**config.mk**
```make
export PLATFORM = sky130hd
export DESIGN_NAME = crwl_region_lock
export DESIGN_NICKNAME = d
export VERILOG_FILES = /design/src/logic/crwl_pkg.sv /design/src/logic/crwl_region_lock.sv
export VERILOG_INCLUDE_DIRS = /design/src /design/src/logic
export SDC_FILE = /design/constraint.sdc
export NUM_CORES = 1
export LEC_CHECK = 0
export BUFFER_PORTS_ARGS = -buffer_cell sky130_fd_sc_hd__buf_2
export CAP_MARGIN = 20
export CELL_PAD_IN_SITES_DETAIL_PLACEMENT = 2
export CELL_PAD_IN_SITES_GLOBAL_PLACEMENT = 2
export CORE_ASPECT_RATIO = 1.25
export CORE_MARGIN = 1.5
export CORE_UTILIZATION = 30
export CTS_BUF_LIST = sky130_fd_sc_hd__clkbuf_16
export DETAILED_ROUTE_END_ITERATION = 10
export HOLD_SLACK_MARGIN = 0.1
export PLACE_DENSITY_LB_ADDON = 0.1
export REMOVE_ABC_BUFFERS = 1
export SETUP_SLACK_MARGIN = 0.05
export SKIP_LAST_GASP = 1
export SYNTH_ARGS = -nofsm -noshare
export SYNTH_HDL_FRONTEND = slang
export SYNTH_SLANG_ARGS = --single-unit
export TNS_END_PERCENT = 1
```
**constraint.sdc**
```tcl
create_clock -name ref_clk -period 2.7 [get_ports ref_clk]
set_input_delay 0.54 -clock ref_clk [delete_from_list [all_inputs] [get_ports ref_clk]]
set_output_delay 0.54 -clock ref_clk [all_outputs]
set_load 0.01 [all_outputs]
```
**src/logic/crwl_params.svh**
```systemverilog
`ifndef CRWL_PARAMS_SVH
`define CRWL_PARAMS_SVH

// ---------------------------------------------------------------
// geometry
// ---------------------------------------------------------------
`define CRWL_NUM_REGIONS 5
`define CRWL_ADDR_W 12
`define CRWL_DATA_W 32
// region index of the pad configuration region
`define CRWL_PAD_REGION 4

// ---------------------------------------------------------------
// lock register word offsets and region windows
// ---------------------------------------------------------------
`define CRWL_LOCK_BASE 12'h000
`define CRWL_REGION_BASE 12'h100
`define CRWL_REGION_SPAN 12'h100

// ---------------------------------------------------------------
// lock codes
// ---------------------------------------------------------------
`define CRWL_LOCK_CODE_0 32'h1000_a0a0
`define CRWL_UNLOCK_CODE_0 32'h2000_b0b0
`define CRWL_LOCK_CODE_1 32'h1111_a1a1
`define CRWL_UNLOCK_CODE_1 32'h2111_b1b1
`define CRWL_LOCK_CODE_2 32'h1222_a2a2
`define CRWL_UNLOCK_CODE_2 32'h2222_b2b2
`define CRWL_LOCK_CODE_3 32'h1333_a3a3
`define CRWL_UNLOCK_CODE_3 32'h2333_b3b3
`define CRWL_LOCK_CODE_4 32'h143f_832c
`define CRWL_UNLOCK_CODE_4 32'h6f36_1e05

// ---------------------------------------------------------------
// reset values
// ---------------------------------------------------------------
`define CRWL_LOCK_RESET 5'h00

`endif

```
**src/logic/crwl_pkg.sv**
```systemverilog
`default_nettype none

package crwl_pkg;
  typedef logic [11:0] crwl_addr_t;
  typedef logic [31:0] crwl_data_t;
  typedef logic [4:0] crwl_mask_t;

  typedef struct packed {
    logic valid;
    logic write;
    crwl_addr_t addr;
    crwl_data_t wdata;
  } crwl_req_s;

  typedef struct packed {
    logic ready;
    logic error;
    crwl_data_t rdata;
  } crwl_rsp_s;

  typedef enum logic [1:0] {
    CRWL_IDLE,
    CRWL_RESP,
    CRWL_BLOCKED
  } crwl_state_e;
endpackage

`default_nettype wire

```
**src/logic/crwl_region_lock.sv**
```systemverilog
`include "crwl_params.svh"
`timescale 1ns/1ps
`default_nettype none

module crwl_region_lock
  import crwl_pkg::*;
(
  // clock and reset
  input wire logic ref_clk,
  input wire logic rst_n,
  // bus request
  input wire crwl_req_s bus_req,
  // bus response
  output crwl_rsp_s bus_rsp_q,
  // guarded register write port
  output logic reg_we_q,
  output crwl_addr_t reg_addr_q,
  output crwl_data_t reg_wdata_q,
  input wire crwl_data_t reg_rdata,
  // status
  output crwl_mask_t locked_q,
  output logic blocked_q
);

  // ---------------------------------------------------------------
  // decode helpers
  // ---------------------------------------------------------------
  function automatic logic [2:0] lock_index(input crwl_addr_t a);
    crwl_addr_t off;
    off = a - `CRWL_LOCK_BASE;
    return (off[11:2] < 10'd5) ? off[4:2] : 3'h7;
  endfunction

  function automatic logic [2:0] region_index(input crwl_addr_t a);
    crwl_addr_t off;
    off = a - `CRWL_REGION_BASE;
    return (a >= `CRWL_REGION_BASE && off[11:8] < 4'h5) ? off[10:8] : 3'h7;
  endfunction

  function automatic crwl_data_t lock_code(input logic [2:0] i);
    unique case (i)
      3'h0: return `CRWL_LOCK_CODE_0;
      3'h1: return `CRWL_LOCK_CODE_1;
      3'h2: return `CRWL_LOCK_CODE_2;
      3'h3: return `CRWL_LOCK_CODE_3;
      default: return `CRWL_LOCK_CODE_4;
    endcase
  endfunction

  function automatic crwl_data_t unlock_code(input logic [2:0] i);
    unique case (i)
      3'h0: return `CRWL_UNLOCK_CODE_0;
      3'h1: return `CRWL_UNLOCK_CODE_1;
      3'h2: return `CRWL_UNLOCK_CODE_2;
      3'h3: return `CRWL_UNLOCK_CODE_3;
      default: return `CRWL_UNLOCK_CODE_4;
    endcase
  endfunction

  // ---------------------------------------------------------------
  // request classification
  // ---------------------------------------------------------------
  crwl_state_e state_q;
  logic [2:0] lidx;
  logic [2:0] ridx;
  logic take;
  logic is_lock;
  logic is_region;
  logic region_locked;
  logic pad_fault;

  assign lidx = lock_index(bus_req.addr);
  assign ridx = region_index(bus_req.addr);
  assign take = bus_req.valid && state_q == CRWL_IDLE;
  assign is_lock = lidx != 3'h7;
  assign is_region = ridx != 3'h7;
  assign region_locked = is_region && locked_q[ridx];
  assign pad_fault = take && bus_req.write && is_region &&
                     ridx == 3'(`CRWL_PAD_REGION) && region_locked;

  // ---------------------------------------------------------------
  // access state
  // ---------------------------------------------------------------
  always_ff @(posedge ref_clk or negedge rst_n) begin
    if (!rst_n) begin
      state_q <= CRWL_IDLE;
    end else begin
      unique case (state_q)
        CRWL_IDLE: begin
          if (pad_fault) begin
            state_q <= CRWL_BLOCKED;
          end else if (take) begin
            state_q <= CRWL_RESP;
          end
        end
        CRWL_RESP: state_q <= CRWL_IDLE;
        CRWL_BLOCKED: state_q <= CRWL_BLOCKED;
      endcase
    end
  end

  always_ff @(posedge ref_clk or negedge rst_n) begin
    if (!rst_n) begin
      blocked_q <= 1'b0;
    end else if (pad_fault) begin
      blocked_q <= 1'b1;
    end
  end

  // ---------------------------------------------------------------
  // lock registers
  // ---------------------------------------------------------------
  always_ff @(posedge ref_clk or negedge rst_n) begin
    if (!rst_n) begin
      locked_q <= `CRWL_LOCK_RESET;
    end else if (take && bus_req.write && is_lock) begin
      if (bus_req.wdata == lock_code(lidx)) begin
        locked_q[lidx] <= 1'b1;
      end else if (bus_req.wdata == unlock_code(lidx)) begin
        locked_q[lidx] <= 1'b0;
      end
      // other values keep the state
    end
  end

  // ---------------------------------------------------------------
  // guarded write port
  // ---------------------------------------------------------------
  always_ff @(posedge ref_clk or negedge rst_n) begin
    if (!rst_n) begin
      reg_we_q <= 1'b0;
      reg_addr_q <= '0;
      reg_wdata_q <= '0;
    end else begin
      reg_we_q <= take && bus_req.write && is_region && !region_locked;
      if (take) begin
        reg_addr_q <= bus_req.addr;
        reg_wdata_q <= bus_req.wdata;
      end
    end
  end

  // ---------------------------------------------------------------
  // response
  // ---------------------------------------------------------------
  always_ff @(posedge ref_clk or negedge rst_n) begin
    if (!rst_n) begin
      bus_rsp_q <= '0;
    end else begin
      bus_rsp_q.ready <= take;
      bus_rsp_q.error <= pad_fault;
      if (take && !bus_req.write && is_lock) begin
        bus_rsp_q.rdata <= locked_q[lidx] ? lock_code(lidx)
                                          : unlock_code(lidx);
      end else begin
        bus_rsp_q.rdata <= '0;
      end
    end
  end

  // region reads are served by the downstream file, unused here
  crwl_data_t rdata_unused;
  assign rdata_unused = reg_rdata;
endmodule

`default_nettype wire

```
=== Word level (Yosys, flattened, before mapping) ===
Index checks and enable logic that the tools add are counted.

* Flip-flop bits (word level): 87
* Input bits: 80
* Logic and storage cells: 68

* Add/sub/neg operators: 1
* Magnitude comparators: 6
* Equal/unequal tests: 11
* Mux-type cells: 20
* Bitwise gates (word level): 3
* Reduce and logical (&&, ||, !) cells: 18

{| class="wikitable"
|+ Operator list
! kind !! count
|-
| 2-to-1 mux 32 bit || 5
|-
| case mux 31 bit (4 select lines) || 1
|-
| case mux 27 bit (4 select lines) || 1
|-
| equality test 32 bit || 2
|-
| >= comparator 12 x 9 -> 1 bit, second input constant || 1
|-
| logical AND 1 bit || 12
|-
| subtractor 12 x 9 -> 12 bit, second input constant || 1
|-
| < comparator 10 x 3 -> 1 bit, second input constant || 1
|-
| 2-to-1 mux 5 bit || 2
|-
| inequality test 3 bit, second input constant || 3
|-
| < comparator 3 x 4 -> 1 bit, second input constant || 2
|-
| binary-select mux 1 bit (select 3 bit) || 2
|-
| equality test 3 x 2 -> 1 bit, second input constant || 2
|-
| 2-to-1 mux 3 bit || 2
|-
| case mux 2 bit (3 select lines) || 1
|-
| bitwise AND 5 bit || 1
|-
| NOT 5 bit || 1
|-
| bitwise OR 5 bit || 1
|-
| < comparator 4 x 3 -> 1 bit, second input constant || 1
|-
| 2-to-1 mux 2 bit || 2
|-
| demux 1 bit (select 3 bit) || 1
|-
| equality test 3 x 1 -> 1 bit, second input constant || 1
|-
| equality test 3 bit, second input constant || 1
|-
| >= comparator 3 x 1 -> 1 bit, second input constant || 1
|-
| 8 further kinds || 11
|}

=== Longest topological paths before layout ===
* Depth in word-level cells: 11
* Mapped depth: 9
* Mapped depth without buffers: 9

=== Worst setup path before layout ===
OpenSTA, ideal clock, no wires.

* Path kind: input to register
* Start point: input bus_req[41] (netlist name)
* End point: register with a tool-made name
* Library setup time: 0.092 ns
* Arrival: 2.346 ns
* Data required time: 2.608 ns
* Path slack: 0.262 ns
* Stages: 8
* Cells stage by stage: inv_1 ha_1 nor3b_2 nand4_1 a2111oi_4 nand3_2 or3b_4 o31ai_2

{| class="wikitable"
|+ RTL lines
! what !! RTL line !! source
|-
| from (decl) || crwl_region_lock.sv:12 || <nowiki>input wire crwl_req_s bus_req,</nowiki>
|}

==> impl_results.md <==
* Most used DFF post-synth: dfrtp_1
* Hold_buf cts at 0
* Skew final at 5.51 ps
* H-tree depth at 3
* GRT overflow at 0
* Syn-to-layout area delta at 31.0%
* Worst-path clk slew at 60 ps
* Final Critical Period at 2440 ps
* Hold Path Class: primary input to async pin
* Max cap viols at 0
* Detailed placement HPWL at 7840 um
* Max_slew headroom at 0.396
* Crit-path max FO at 4
* Cts repair resizes at 0
* Crit. Startpoint: bus_req[40]
* First-pass GRT wire length at 16,700 um
* Die footprint at 12,100 um2
* # diodes at 0
* DP Worst Slack at -95.5 ps
* Via-to-Cell Ratio at 5.00
* Final WS setup at 264 ps
* Vias at 2,867
* TritonCTS Buffers at 9
* Layout cells sized above 1 at 0.482
* DRC Markers at 0
* Total power at 0.00390 W
* Status: finished clean
* Average size of a mapped cell at 11.3 um2
* Cells after Synth at 302
* Pwr Density at 870 nW/um2
* Netlist cell types at 59
* TritonCTS clock tree: built
* RSZ-0062 raised after global routing: false
* EDFF count, synth at 0
* DR pass1 iterations at 4
* Detail Route Antenna Nets at 0
* Setup tns final at 0 ps
* Core region area at 11,100 um2
* Setup Viol. Count Final at 0
* Initial antenna violation count at 0
* Max Clk Rate at 411 MHz
* Die Span Y at 122 um
* Final #Nets at 518
* Reg2Reg Setup Slack at 630 ps
* WS Path Type: primary input to register
* Crit end category: register
* Clock buffer depth at 2
* Average wire per cell in the routed design at 18.1 um
* IO Count at 165
* Cell Rows at 43
* First DRT Iteration DRCs at 66
* Mapped Area at 3420 um2
* GP Congestion at 0.788
* Number of port buffers at 127
* Worst Path Arrival at 2630 ps
* FF-to-FF path depth at 9
* Largest net degree at the start of global routing at 70
* Initial Utilization at 0.309
* Ys Warns at 0
* Clock latency at the later pin of the worst-skew pair at 330 ps
* GRT Total Usage at 0.180
* Worst R2R Start: state_q[0]
* Sequential area share after synthesis at 0.504
* Final WL at 10,400 um
* Final Slew Violations at 0
* Vias in the first global route at 3,161
* Req. time, crit path at 2900 ps
* Root buf cell: clkbuf_16
* Final period utilization at 0.902
* Tightest Pin Transition at 906 ps
* Async S/R FF share, synth at 1.00
* CTS Sinks at 69
* Peak supply drop at 354 uV
* P_leak at 2.24 nW
* CP startpoint kind: primary input
* Setup bufs post-CTS at 0
* Die X at 98.5 um
* Hold Fails Final Rpt at 0
* Register bit total from synthesis at 69
-- cell families after synthesis --
group | after synthesis | synth area share
AO/OA/AOI/OAI | 41 | 0.0925
XOR/XNOR | 4 | 0.0102
adder cells (fa/ha/maj) | 5 | 0.0183
buffers and inverters | 43 | 0.0691
flip-flops | 69 | 0.504
multiplexers | 43 | 0.144
other | 1 | 0.00110
AND/OR/NAND/NOR | 96 | 0.161
-- critical path: stages --
cell	delay (ps)
buf_2	110
inv_1	100
ha_1	260
or4b_4	500
nor2_2	210
and3_1	220
nand3_2	100
buf_4	150
buf_4	130
nor3_1	180
o22ai_1	130
-- metrics by stage --
| step | instance area [um2] | cells | hold slack [ps] | util |
|---|---|---|---|---|
| final | 4480 | 573 | 343 | 0.404 |
| after CTS | 4480 | 573 | 375 | 0.404 |
| after detailed placement | 4200 | 557 | 459 | 0.379 |
| after global routing | 4480 | 573 | 394 | 0.404 |
| after global placement | 4200 | 557 | 446 | 0.379 |
| after floorplan | 3250 | 277 | 244 | - |
-- sequential cells by signal, summed over array words and instances, names as in the netlist, named ones only --
signal       cells
reg_wdata_q     32
bus_rsp_q       16
reg_addr_q      12
state_q          2
blocked_q        1
reg_we_q         1
-- cell type report --
| type | instances | area (um2) |
|---|---|---|
| Fill cell | 1226 | 6600 |
| Sequential cell | 69 | 1730 |
| Multi-Input combinational cell | 194 | 1480 |
| Timing Repair Buffer | 145 | 773 |
| Clock buffer | 9 | 225 |
| Tap cell | 135 | 169 |
| Clock inverter | 7 | 58.8 |
| Inverter | 14 | 52.6 |
-- layout by cell type, fill, tap and decap left out, drive strengths merged, types with 4 or more instances in the layout --
master  count
o31ai       6
nand2b      5
nor4b       4
ha          5
inv        16
clkinv      4
nor3        6
conb        5
nand2      23
dfrtp      69
clkbuf      9
mux2       39
nand3      13
nor2       17
o21ai      14
buf       145
nand4       4
-- report_power, final --
part           total, W  internal, W  switching [W]
Sequential      0.00154      0.00139       0.000159
Combinational   0.00121     0.000593       0.000621
Clock           0.00114     0.000701       0.000439
Total           0.00390      0.00268        0.00122
-- worst max path at each step --
stage | end | slack (ps)
2_1_floorplan | register | 190
6_report | register | 260
3_5_place_dp | register | -100
5_1_grt | register | 60
4_1_cts | register | 230
3_3_place_gp | register | 10
-- per-layer routing --
layer / part of all wire / track usage / up-vias / routed length [um]
li1: - / - / 1327 / -
met1: 0.39 / 0.199 / 1441 / 4040
met3: 0.053 / 0.0376 / 19 / 549
met2: 0.53 / 0.321 / 80 / 5520
met4: 0.027 / 0.0968 / 0 / 278
met5: 0 / 0 / - / 0
-- Yosys cell counts (2+ instances only) --
cell type   n  area [um2]
a211oi_1    2        15.0
o41ai_1     2        17.5
and2_1      3        18.8
nor4_1      3        18.8
nand2_1    23        86.3
or3_1       3        18.8
mux2i_1     3        30.0
dfrtp_1    69        1730
buf_1       4        15.0
buf_4      18         135
o22ai_1     2        12.5
clkbuf_1    6        22.5
nand4_1     4        25.0
inv_2       2        7.51
nand2b_1    5        31.3
o21ai_1     7        35.0
nor3_1      6        30.0
ha_1        5        62.6
nand3_2     2        20.0
mux2_2     39         439
xor2_1      3        26.3
and3_1      3        18.8
nand3_1    11        55.1
o31ai_1     4        30.0
nand4b_1    2        17.5
a21oi_1     3        15.0
o21ai_0     7        35.0
inv_1      12        45.0
nor4bb_1    2        20.0
nor4b_1     3        26.3
nor2_1     16        60.1
No activity file was read; power rests on OpenSTA's default activity.
